`src/rtl/ipc_defines.svh`:
```
// Offsets, field positions, reset values and masks of the interrupt priority block.
`ifndef IPC_DEFINES_SVH
`define IPC_DEFINES_SVH
`define IPC_OFF_PRIO_ONE   8'h00
`define IPC_OFF_PRIO_TWO   8'h04
`define IPC_OFF_PRIO_THREE 8'h08
`define IPC_OFF_RESET_CTRL 8'h0C
`define IPC_OFF_CTRL_ONE   8'h10
`define IPC_OFF_CTRL_TWO   8'h14
`define IPC_OFF_CTRL_THREE 8'h18
`define IPC_OFF_T0_COUNT   8'h1C
`define IPC_OFF_T0_CONFIG  8'h20
`define IPC_RST_PRIO_ONE   8'hFF
`define IPC_RST_PRIO_TWO   8'hCB
`define IPC_RST_PRIO_THREE 8'hFF
`define IPC_RST_RESET_CTRL 8'h1C
`define IPC_RST_CTRL_ONE   8'h00
`define IPC_RST_CTRL_TWO   8'h7F
`define IPC_RST_CTRL_THREE 8'hC0
`define IPC_MASK_PRIO_TWO  8'hCB
`define IPC_MASK_RESET_CTRL 8'h9F
`define IPC_MASK_CTRL_TWO  8'h7F
`define IPC_RC_PRIO_EN     7
`define IPC_RC_RESET_INSTR 4
`define IPC_RC_WDT_TIMEOUT 3
`define IPC_RC_POWER_DOWN  2
`define IPC_RC_POWER_ON    1
`define IPC_RC_BROWNOUT    0
`define IPC_C1_GLOBAL_EN   7
`define IPC_C1_PERIPH_EN   6
`define IPC_C1_T0_EN       5
`define IPC_C1_EXT0_EN     4
`define IPC_C1_PCHG_EN     3
`define IPC_C1_EXT0_FLAG   2
`define IPC_C1_T0_FLAG     1
`define IPC_C1_PCHG_FLAG   0
`define IPC_C2_EDGE_TOP    6
`define IPC_C2_T0_PRIO     2
`define IPC_C2_EXT3_PRIO   1
`define IPC_C2_PCHG_PRIO   0
`define IPC_C3_EXT2_PRIO   7
`define IPC_C3_EXT1_PRIO   6
`define IPC_C3_EN_LSB      3
`define IPC_C3_FLAG_LSB    0
`define IPC_T0_ON          0
`define IPC_T0_WIDE        1
`endif

```
`src/rtl/ipc_pkg.sv`:
```
// Types shared by the interrupt priority block and its surroundings.
package ipc_pkg;
	// Core context copied into the fast return stack on interrupt entry.
	typedef struct packed {
		logic [7:0] working_register;
		logic [7:0] status;
		logic [7:0] bank_select_register;
	} ipc_ctx_type;
	// Address phase held over into the data phase.
	typedef struct packed {
		logic [7:0] addr;
		logic       write;
	} ipc_req_type;
	// One-hot bus slave states.
	typedef enum logic [2:0] {
		BUS_IDLE  = 3'b001,
		BUS_WRITE = 3'b010,
		BUS_READ  = 3'b100
	} ipc_bus_state_type;
endpackage

```
`src/rtl/ipc_top.sv`:
```
// Interrupt priority, external pin, timer-0, port-change and context logic with AHB-Lite access.
//
// Added by the designer: the AHB-Lite register port and the address map.
`include "ipc_defines.svh"

// Behaviour
// - Priority bit 1 high level, 0 low.
// - Second priority register bits 5,4,2 read zero.
// - Bit 7 enables two levels, else single-level.
// - Reset-cause flags in bits 4 to 0.
// - Pin edge polarity chosen by edge-select bit.
// - Valid pin edge sets that pin's flag.
// - Cleared pin enable blocks interrupt, flag still sets.
// - Enabled pin wakes core from power-managed mode.
// - Wake branches to vector only with global enable.
// - Pins 1,2,3 priorities from dedicated control bits.
// - Pin zero always high priority.
// - 8-bit timer rollover FF to 00 sets flag.
// - 16-bit timer rollover FFFF to 0000 sets flag.
// - Timer interrupt enable and priority bits.
// - Change on port pins 7:4 sets flag.
// - Port-change enable and priority bits.
// - Entry pushes return address, copies context.
// - Source priorities matter only with levels enabled.
// - Single-level mode needs peripheral enable for peripherals.
module ipc_top
	import ipc_pkg::*;
(
	input  wire logic        clk_in,
	input  wire logic        reset_in,
	input  wire logic        hsel_in,
	input  wire logic [31:0] haddr_in,
	input  wire logic [1:0]  htrans_in,
	input  wire logic        hwrite_in,
	input  wire logic [2:0]  hsize_in,
	input  wire logic [31:0] hwdata_in,
	input  wire logic        hready_in,
	output logic      [31:0] hrdata_out,
	output logic             hreadyout_out,
	output logic             hresp_out,
	input  wire logic [3:0]  ext_pin_in,
	input  wire logic [3:0]  port_b_high_in,
	input  wire logic        timer_tick_in,
	input  wire logic [23:0] periph_req_in,
	input  wire logic        sleep_in,
	input  wire logic        reset_instr_in,
	input  wire logic        wdt_timeout_in,
	input  wire logic        wdt_clear_in,
	input  wire logic        power_on_event_in,
	input  wire logic        brownout_event_in,
	input  wire logic        irq_entry_in,
	input  wire logic [20:0] return_pc_in,
	input  wire ipc_ctx_type core_ctx_in,
	output logic             irq_high_out,
	output logic             irq_low_out,
	output logic             wake_out,
	output logic             wake_vector_out,
	output logic             stack_push_out,
	output logic      [20:0] stack_pc_out,
	output ipc_ctx_type      fast_ctx_out
);

	// Register offset match, shared by the write strobes and the read mux.
	function automatic logic reg_hit(input logic [7:0] a, input logic [7:0] off);
		reg_hit = (a == off);
	endfunction

	ipc_bus_state_type bus_state_q;
	ipc_req_type       req_q;
	logic [7:0]  prio_one_q;
	logic [7:0]  prio_two_q;
	logic [7:0]  prio_three_q;
	logic [7:0]  reset_ctrl_q;
	logic [7:0]  ctrl_one_q;
	logic [7:0]  ctrl_two_q;
	logic [7:0]  ctrl_three_q;
	logic [15:0] t0_count_q;
	logic [1:0]  t0_config_q;
	logic [3:0]  ext_s1_q;
	logic [3:0]  ext_s2_q;
	logic [3:0]  ext_s3_q;
	logic [3:0]  pb_s1_q;
	logic [3:0]  pb_s2_q;
	logic [3:0]  pb_s3_q;
	logic [3:0]  sleep_en_q;
	logic        sleep_prev_q;
	logic        bus_accept;
	logic        wr_now;
	logic [7:0]  wr_data;
	logic [3:0]  ext_set;
	logic        pb_change;
	logic        t0_wrap8;
	logic        t0_wrap16;
	logic [3:0]  ext_en;
	logic [3:0]  ext_flag;
	logic [3:0]  ext_prio;
	logic [23:0] prio_all;
	logic [23:0] periph_live;
	logic        t0_act;
	logic        pchg_act;
	logic        core_hi;
	logic        core_lo;
	logic        per_hi;
	logic        per_lo;
	logic        levels_on;
	logic        irq_high_d;
	logic        irq_low_d;
	logic        wake_cond;
	logic [31:0] rd_mux;

	// Address phase is taken only when the bus as a whole is ready.
	assign bus_accept = hsel_in && htrans_in[1] && hready_in;
	assign wr_now     = (bus_state_q == BUS_WRITE);
	assign wr_data    = hwdata_in[7:0];

	// Bus slave: writes finish with no wait, reads add one wait so data is registered.
	always_ff @(posedge clk_in) begin
		if (reset_in) begin
			bus_state_q   <= BUS_IDLE;
			req_q         <= '0;
			hreadyout_out <= 1'b1;
			hrdata_out    <= 32'h0000_0000;
		end else begin
			case (bus_state_q)
				BUS_IDLE, BUS_WRITE: begin
					if (bus_accept) begin
						req_q         <= '{addr: haddr_in[7:0], write: hwrite_in};
						bus_state_q   <= hwrite_in ? BUS_WRITE : BUS_READ;
						hreadyout_out <= hwrite_in;
					end else begin
						bus_state_q <= BUS_IDLE;
					end
				end
				BUS_READ: begin
					hrdata_out    <= rd_mux;
					hreadyout_out <= 1'b1;
					bus_state_q   <= BUS_IDLE;
				end
				default: begin
					bus_state_q   <= BUS_IDLE;
					hreadyout_out <= 1'b1;
				end
			endcase
		end
	end

	// The slave never signals an error; unmapped reads return zero.
	always_ff @(posedge clk_in) begin
		if (reset_in) begin
			hresp_out <= 1'b0;
		end else begin
			hresp_out <= 1'b0;
		end
	end

	// Read mux; the second priority register is masked again here, other unimplemented bits at their source registers.
	always_comb begin
		rd_mux = 32'h0000_0000;
		if (reg_hit(req_q.addr, `IPC_OFF_PRIO_ONE))
			rd_mux[7:0] = prio_one_q;
		if (reg_hit(req_q.addr, `IPC_OFF_PRIO_TWO))
			rd_mux[7:0] = prio_two_q & `IPC_MASK_PRIO_TWO;
		if (reg_hit(req_q.addr, `IPC_OFF_PRIO_THREE))
			rd_mux[7:0] = prio_three_q;
		if (reg_hit(req_q.addr, `IPC_OFF_RESET_CTRL))
			rd_mux[7:0] = reset_ctrl_q;
		if (reg_hit(req_q.addr, `IPC_OFF_CTRL_ONE))
			rd_mux[7:0] = ctrl_one_q;
		if (reg_hit(req_q.addr, `IPC_OFF_CTRL_TWO))
			rd_mux[7:0] = ctrl_two_q;
		if (reg_hit(req_q.addr, `IPC_OFF_CTRL_THREE))
			rd_mux[7:0] = ctrl_three_q;
		if (reg_hit(req_q.addr, `IPC_OFF_T0_COUNT))
			rd_mux[15:0] = t0_count_q;
		if (reg_hit(req_q.addr, `IPC_OFF_T0_CONFIG))
			rd_mux[1:0] = t0_config_q;
	end

	// Peripheral priority registers; unimplemented bits of the second never store.
	always_ff @(posedge clk_in) begin
		if (reset_in) begin
			prio_one_q   <= `IPC_RST_PRIO_ONE;
			prio_two_q   <= `IPC_RST_PRIO_TWO;
			prio_three_q <= `IPC_RST_PRIO_THREE;
		end else if (wr_now) begin
			if (reg_hit(req_q.addr, `IPC_OFF_PRIO_ONE))
				prio_one_q <= wr_data;
			if (reg_hit(req_q.addr, `IPC_OFF_PRIO_TWO))
				prio_two_q <= wr_data & `IPC_MASK_PRIO_TWO;
			if (reg_hit(req_q.addr, `IPC_OFF_PRIO_THREE))
				prio_three_q <= wr_data;
		end
	end

	// Reset-cause flags: a hardware event clears its flag and beats a software write.
	always_ff @(posedge clk_in) begin
		if (reset_in) begin
			reset_ctrl_q <= `IPC_RST_RESET_CTRL;
		end else begin
			if (wr_now && reg_hit(req_q.addr, `IPC_OFF_RESET_CTRL)) begin
				reset_ctrl_q[`IPC_RC_PRIO_EN]     <= wr_data[`IPC_RC_PRIO_EN];
				reset_ctrl_q[`IPC_RC_RESET_INSTR] <= wr_data[`IPC_RC_RESET_INSTR];
				reset_ctrl_q[`IPC_RC_POWER_ON]    <= wr_data[`IPC_RC_POWER_ON];
				reset_ctrl_q[`IPC_RC_BROWNOUT]    <= wr_data[`IPC_RC_BROWNOUT];
			end
			if (reset_instr_in)
				reset_ctrl_q[`IPC_RC_RESET_INSTR] <= 1'b0;
			if (power_on_event_in)
				reset_ctrl_q[`IPC_RC_POWER_ON] <= 1'b0;
			if (brownout_event_in)
				reset_ctrl_q[`IPC_RC_BROWNOUT] <= 1'b0;
			// Time-out and power-down are read only; a watchdog clear sets both.
			if (wdt_clear_in) begin
				reset_ctrl_q[`IPC_RC_WDT_TIMEOUT] <= 1'b1;
				reset_ctrl_q[`IPC_RC_POWER_DOWN]  <= 1'b1;
			end
			if (wdt_timeout_in)
				reset_ctrl_q[`IPC_RC_WDT_TIMEOUT] <= 1'b0;
			if (sleep_in && !sleep_prev_q)
				reset_ctrl_q[`IPC_RC_POWER_DOWN] <= 1'b0;
		end
	end

	// Pins come from outside the clock domain: two flops, then a third for edges.
	always_ff @(posedge clk_in) begin
		if (reset_in) begin
			ext_s1_q <= 4'h0;
			ext_s2_q <= 4'h0;
			ext_s3_q <= 4'h0;
			pb_s1_q  <= 4'h0;
			pb_s2_q  <= 4'h0;
			pb_s3_q  <= 4'h0;
		end else begin
			ext_s1_q <= ext_pin_in;
			ext_s2_q <= ext_s1_q;
			ext_s3_q <= ext_s2_q;
			pb_s1_q  <= port_b_high_in;
			pb_s2_q  <= pb_s1_q;
			pb_s3_q  <= pb_s2_q;
		end
	end

	// A pin edge counts only if its new level matches the selected polarity.
	for (genvar i = 0; i < 4; i++) begin : g_edge
		assign ext_set[i] = (ext_s2_q[i] != ext_s3_q[i]) &&
			(ext_s2_q[i] == ctrl_two_q[`IPC_C2_EDGE_TOP - i]);
	end
	// Reset values are zero in both stages, so a high pin at reset sets the flag once.
	assign pb_change = |(pb_s2_q ^ pb_s3_q);

	// Timer-0 rollover detection in both widths.
	assign t0_wrap8  = t0_config_q[`IPC_T0_ON] && timer_tick_in &&
		!t0_config_q[`IPC_T0_WIDE] && (t0_count_q[7:0] == 8'hFF);
	assign t0_wrap16 = t0_config_q[`IPC_T0_ON] && timer_tick_in &&
		t0_config_q[`IPC_T0_WIDE] && (t0_count_q == 16'hFFFF);

	// Timer-0 counter; in 8-bit mode the high byte is left alone.
	always_ff @(posedge clk_in) begin
		if (reset_in) begin
			t0_count_q  <= 16'h0000;
			t0_config_q <= 2'h0;
		end else begin
			if (wr_now && reg_hit(req_q.addr, `IPC_OFF_T0_CONFIG))
				t0_config_q <= hwdata_in[1:0];
			if (wr_now && reg_hit(req_q.addr, `IPC_OFF_T0_COUNT))
				t0_count_q <= hwdata_in[15:0];
			else if (t0_config_q[`IPC_T0_ON] && timer_tick_in) begin
				if (t0_config_q[`IPC_T0_WIDE])
					t0_count_q <= t0_count_q + 16'h0001;
				else
					t0_count_q[7:0] <= t0_count_q[7:0] + 8'h01;
			end
		end
	end

	// Control register one; hardware flag sets win over a software clear.
	always_ff @(posedge clk_in) begin
		if (reset_in) begin
			ctrl_one_q <= `IPC_RST_CTRL_ONE;
		end else begin
			if (wr_now && reg_hit(req_q.addr, `IPC_OFF_CTRL_ONE))
				ctrl_one_q <= wr_data;
			if (ext_set[0])
				ctrl_one_q[`IPC_C1_EXT0_FLAG] <= 1'b1;
			if (t0_wrap8 || t0_wrap16)
				ctrl_one_q[`IPC_C1_T0_FLAG] <= 1'b1;
			if (pb_change)
				ctrl_one_q[`IPC_C1_PCHG_FLAG] <= 1'b1;
		end
	end

	// Control register two holds edge selects and three priorities.
	always_ff @(posedge clk_in) begin
		if (reset_in) begin
			ctrl_two_q <= `IPC_RST_CTRL_TWO;
		end else if (wr_now && reg_hit(req_q.addr, `IPC_OFF_CTRL_TWO)) begin
			ctrl_two_q <= wr_data & `IPC_MASK_CTRL_TWO;
		end
	end

	// Control register three: pin 1 to 3 enables, flags and two priorities.
	always_ff @(posedge clk_in) begin
		if (reset_in) begin
			ctrl_three_q <= `IPC_RST_CTRL_THREE;
		end else begin
			if (wr_now && reg_hit(req_q.addr, `IPC_OFF_CTRL_THREE))
				ctrl_three_q <= wr_data;
			for (int k = 1; k < 4; k++) begin
				if (ext_set[k])
					ctrl_three_q[`IPC_C3_FLAG_LSB + k - 1] <= 1'b1;
			end
		end
	end

	// Gather per-source enables, flags and priorities.
	assign ext_en   = {ctrl_three_q[`IPC_C3_EN_LSB +: 3], ctrl_one_q[`IPC_C1_EXT0_EN]};
	assign ext_flag = {ctrl_three_q[`IPC_C3_FLAG_LSB +: 3], ctrl_one_q[`IPC_C1_EXT0_FLAG]};
	assign ext_prio = {ctrl_two_q[`IPC_C2_EXT3_PRIO], ctrl_three_q[`IPC_C3_EXT2_PRIO],
		ctrl_three_q[`IPC_C3_EXT1_PRIO], 1'b1};
	assign t0_act   = ctrl_one_q[`IPC_C1_T0_EN] && ctrl_one_q[`IPC_C1_T0_FLAG];
	assign pchg_act = ctrl_one_q[`IPC_C1_PCHG_EN] && ctrl_one_q[`IPC_C1_PCHG_FLAG];
	assign prio_all = {prio_three_q, prio_two_q & `IPC_MASK_PRIO_TWO, prio_one_q};
	// Requests on unimplemented slots of the second register are dropped.
	assign periph_live = periph_req_in & {8'hFF, `IPC_MASK_PRIO_TWO, 8'hFF};
	assign levels_on   = reset_ctrl_q[`IPC_RC_PRIO_EN];

	// Split live requests into the two levels; a disabled pin only leaves its flag.
	always_comb begin
		core_hi = (|(ext_en & ext_flag & ext_prio)) ||
			(t0_act && ctrl_two_q[`IPC_C2_T0_PRIO]) ||
			(pchg_act && ctrl_two_q[`IPC_C2_PCHG_PRIO]);
		core_lo = (|(ext_en & ext_flag & ~ext_prio)) ||
			(t0_act && !ctrl_two_q[`IPC_C2_T0_PRIO]) ||
			(pchg_act && !ctrl_two_q[`IPC_C2_PCHG_PRIO]);
		per_hi  = |(periph_live & prio_all);
		per_lo  = |(periph_live & ~prio_all);
		if (levels_on) begin
			// Bit 6 of control one acts as the low-level global enable here.
			irq_high_d = ctrl_one_q[`IPC_C1_GLOBAL_EN] && (core_hi || per_hi);
			irq_low_d  = ctrl_one_q[`IPC_C1_GLOBAL_EN] && ctrl_one_q[`IPC_C1_PERIPH_EN] &&
				(core_lo || per_lo);
		end else begin
			// Single vector; priority bits are ignored entirely.
			irq_high_d = ctrl_one_q[`IPC_C1_GLOBAL_EN] && (core_hi || core_lo ||
				(ctrl_one_q[`IPC_C1_PERIPH_EN] && (per_hi || per_lo)));
			irq_low_d  = 1'b0;
		end
	end

	// Interrupt request outputs, registered.
	always_ff @(posedge clk_in) begin
		if (reset_in) begin
			irq_high_out <= 1'b0;
			irq_low_out  <= 1'b0;
		end else begin
			irq_high_out <= irq_high_d;
			irq_low_out  <= irq_low_d;
		end
	end

	// Pin enables are frozen on sleep entry so only those set before sleep can wake.
	assign wake_cond = sleep_in && (|(ext_flag & sleep_en_q));

	always_ff @(posedge clk_in) begin
		if (reset_in) begin
			sleep_en_q      <= 4'h0;
			sleep_prev_q    <= 1'b0;
			wake_out        <= 1'b0;
			wake_vector_out <= 1'b0;
		end else begin
			sleep_prev_q <= sleep_in;
			if (!sleep_in)
				sleep_en_q <= ext_en;
			wake_out        <= wake_cond && !wake_out;
			wake_vector_out <= wake_cond && !wake_out && ctrl_one_q[`IPC_C1_GLOBAL_EN];
		end
	end

	// Context capture on entry; software-side saving is needed only without fast return.
	always_ff @(posedge clk_in) begin
		if (reset_in) begin
			stack_push_out <= 1'b0;
			stack_pc_out   <= 21'h00_0000;
			fast_ctx_out   <= '0;
		end else begin
			stack_push_out <= irq_entry_in;
			if (irq_entry_in) begin
				stack_pc_out <= return_pc_in;
				fast_ctx_out <= core_ctx_in;
			end
		end
	end
endmodule

```
`config.mk`:
```
export PLATFORM = sky130hd
export DESIGN_NAME = ipc_top
export DESIGN_NICKNAME = d
export VERILOG_FILES = /design/src/rtl/ipc_pkg.sv /design/src/rtl/ipc_top.sv
export VERILOG_INCLUDE_DIRS = /design/src /design/src/rtl
export SDC_FILE = /design/constraint.sdc
export NUM_CORES = 1
export LEC_CHECK = 0
export ABC_AREA = 1
export BUFFER_PORTS_ARGS = -buffer_cell sky130_fd_sc_hd__clkbuf_2
export CORE_UTILIZATION = 55
export CTS_CLUSTER_DIAMETER = 150
export CTS_CLUSTER_SIZE = 20
export DETAILED_ROUTE_END_ITERATION = 12
export PLACE_DENSITY = 0.91
export REMOVE_ABC_BUFFERS = 1
export SYNTH_ARGS = -nofsm -noshare
export SYNTH_HDL_FRONTEND = slang
export SYNTH_SLANG_ARGS = --single-unit
```
`constraint.sdc`:
```
create_clock -name clk_in -period 3.5 [get_ports clk_in]
set_clock_uncertainty 0.1 [all_clocks]
set_input_delay 0.35 -clock clk_in [delete_from_list [all_inputs] [get_ports clk_in]]
set_output_delay 0.35 -clock clk_in [all_outputs]
set_load 0.005 [all_outputs]
```
==> results.py <==
metrics = {
    "routing": {
        "via_count": 7623,
        "viasPerCell": 5.265,
        "totalWireLength_microns": 20110,
        "firstDrtPassIters": 6,
        "antenna_left": 0,
        "drt_iter0_drc": 588,
        "wire_per_inst_microns": 13.89,
        "drcViolationCount": 0,
    },
    "die": {
        "start_util": 0.5746,
        "core_area_sq_um": 13450,
        "ios": 243,
        "die_x_microns": 120.6,
        "dieArea_sq_um": 14530,
        "rows": 42,
        "die-height_microns": 120.6,
    },
    "clocking": {
        "worstSkewPairLatency_ns": 0.43,
        "cts.reportedPaths.clkPinSlew_ns": 0.06,
        "cts-resized-gates": 0,
        "clock-sinks": 175,
        "cts_buffers": 17,
        "cts_tree": "done",
        "clockBufferDepth": 2,
        "cts_root_buf": "clkbuf_16",
        "htree_levels": 4,
    },
    "synth": {
        "ys_seq_area_frac": 0.4532,
        "synth_edf_count": 0,
        "avgSynthCellArea_sq_um": 7.066,
        "synth-seq-cells": 175,
        "synth_flop_cell": "dfxtp_1",
        "yosysWarnings": 0,
        "synthArstFlopShare": 0,
        "netlist_area_sq_um": 7730,
        "synth_cells": 1094,
        "yosysUniqueCellTypes": 41,
    },
    "timing": {
        "rsz0062_at_grt": "false",
        "max_freq_mhz": 450.4,
        "hold_viol": 0,
        "period_needed_ns": 2.220,
        "slew_violations": 0,
        "finalCritPeriodShare": 0.6343,
        "worst_pin_slew_ns": 0.7477,
        "holdWs_ns": 0.01162,
        "relSlewSlack": 0.5008,
        "setup_viol": 0,
        "timing.setup.tns_ns": 0,
        "setup_ws_ns": 1.280,
    },
    "power": {
        "p_sw_mw": 1.045,
        "swShare": 0.2398,
        "pwr-share-comb": 0.089,
        "seq_power_share": 0.480,
        "power_density_nw_per_um2": 470.0,
        "p_clk_frac": 0.431,
        "leakage_nw": 4.518,
        "internal_power_mw": 3.312,
        "ir_drop_v": 0.0003897,
        "p_total_mw": 4.357,
    },
    "hold_path": {
        "min_path_type": "in2reg",
        "hold_path.startpoint": "ext_pin_in[3]",
    },
    "job": {
        "drv_cap": 0,
    },
    "status": {
        "status": "finished, final reports clean",
    },
    "place": {
        "post_dp_cell_area_sq_um": 8625,
        "preCtsSetupSlack_ns": 1.304,
        "io_buffer_count": 178,
        "gp_congestion": 0.9027,
        "dp_hpwl_microns": 14340,
    },
    "worst_setup_path": {
        "critPathKind": "reg2reg",
        "crit_fanout": 32,
        "critPathRequiredTime_ns": 3.72,
        "cp-startpoint": "req_q[6]",
        "reg2reg_from": "req_q[6]",
        "crit_arrival_ns": 2.44,
        "endpoint_kind": "flip-flop",
        "start_kind": "flip-flop",
    },
    "finish": {
        "final_area_sq_um": 9270,
        "nFillCells": 1160,
        "area_delta_synth_final_pct": 19.93,
        "fin_nets": 1421,
        "layout_commonest_cell": "nand2_1",
        "antenna_cells": 0,
        "final_cell_mix": "nand2_1, nor2_1, clkbuf_2, dfxtp_1, inv_1",
        "drive_gt1_frac": 0.1910,
    },
    "global_route": {
        "overflow": 0,
        "grt_usage": 0.2857,
        "antenna_found_initial": 0,
        "grt_pass1_wl_microns": 32730,
        "grt_start_max_net_pins": 59,
        "grt_pass1_vias": 7141,
    },
}
## routing by layer
layer	vias up	track usage	part of all wire
met1	3417	0.3413	0.39
met5	-	0	0
met3	42	0.07736	0.10
li1	3816	-	-
met4	0	0.1134	0.025
met2	348	0.4860	0.48
## final cells by class
class                   instances  area [sq um]  area share
flip-flops and latches        175          3503      0.3779
multi-input cells             750          3503      0.3779
repair buffers                188         983.4      0.1061
inverters                     129         484.2     0.05223
clock buffers                  18         429.2     0.04630
well taps                     176         220.2     0.02375
clock inverters                12         146.4     0.01579
## synthesized netlist by cell type (2+ instances only)
cell type / count / area [sq um]
nand3_1: 44 / 220.2
nand2_1: 206 / 773.2
buf_6: 2 / 22.52
o21ai_0: 112 / 560.5
a2111oi_2: 2 / 30.03
nor2_2: 2 / 12.51
o22ai_1: 5 / 31.28
inv_2: 9 / 33.78
nor3_1: 13 / 65.06
dfxtp_1: 175 / 3503
or2_2: 3 / 18.77
nor2_1: 202 / 758.2
o21bai_1: 2 / 15.01
clkbuf_1: 26 / 97.59
buf_1: 5 / 18.77
buf_2: 5 / 25.02
nor2_4: 8 / 90.09
o31ai_1: 2 / 15.01
and3_1: 2 / 12.51
nand2_4: 2 / 22.52
a41oi_1: 2 / 17.52
o211ai_1: 22 / 165.2
a21oi_1: 58 / 290.3
a211oi_1: 4 / 30.03
buf_4: 18 / 135.1
a31oi_1: 3 / 18.77
nand4_1: 17 / 106.4
nand2_2: 3 / 18.77
xor2_1: 8 / 70.07
inv_1: 120 / 450.4
o21ai_1: 2 / 10.01
## sequential cells by signal (all words and copies together), names as in the netlist, 2 cells and up
name	count
t0_config_q	2
hrdata_out	16
pb_s1_q	4
ext_s1_q	4
t0_count_q	16
prio_three_q	8
prio_two_q	5
pb_s2_q	4
ctrl_three_q	8
ctrl_one_q	8
stack_pc_out	21
bus_state_q	3
ext_s3_q	4
ext_s2_q	4
ctrl_two_q	7
req_q	8
fast_ctx_out	24
reset_ctrl_q	6
sleep_en_q	4
prio_one_q	8
pb_s3_q	4
## worst max-delay path, cell delays in order, from the launching register on
cell and delay, ns:
dfxtp_1 0.33, inv_2 0.07, nand2_1 0.08, nor2_4 0.18, nand2_2 0.18, inv_2 0.25
nand2_4 0.26, nand2_4 0.17, inv_1 0.12, nor3_1 0.15, nand2_1 0.07, and3_1 0.14
## cell families after synthesis
logic type | after synthesis | synth area share
other | 1 | 0.0004851
XOR/XNOR | 8 | 0.009065
AND/OR/NAND/NOR | 507 | 0.2770
AO/OA/AOI/OAI | 217 | 0.1573
adder cells (fa/ha/maj) | 1 | 0.001618
buffers and inverters | 185 | 0.1013
flip-flops | 175 | 0.4532
## per-stage QoR
step,std cells,util
2_1_floorplan,1054,-
3_3_place_gp,1411,0.6411
3_5_place_dp,1411,0.6411
4_1_cts,1448,0.6891
5_1_grt,1448,0.6891
6_report,1448,0.6891
## final timing paths
path / to / slack [ns] / depth (start not counted)
min: ext_s1_q[3] / 0.01 / 3
min reg2reg: ext_s2_q[0] / 0.30 / 2
max reg2reg: t0_count_q[14] / 1.28 / 11
max: t0_count_q[14] / 1.28 / 11
## power by group through the flow
stage | combinational (mW) | sequential (mW) | clock, mW
6_report | 0.389 | 2.09 | 1.88
5_1_grt | 0.432 | 2.10 | 1.97
4_1_cts | 0.385 | 2.09 | 1.90
3_5_place_dp | 0.376 | 2.13 | 0
3_3_place_gp | 0.369 | 2.13 | 0
2_1_floorplan | 0.183 | 2.13 | 0
## what timing repair did
action | in CTS | in global routing
buffers inserted | 0 | 0
hold buffers | 7 | 0
endpoints found under the hold margin | 7 | 0
Power figures use the tool's default switching activity.
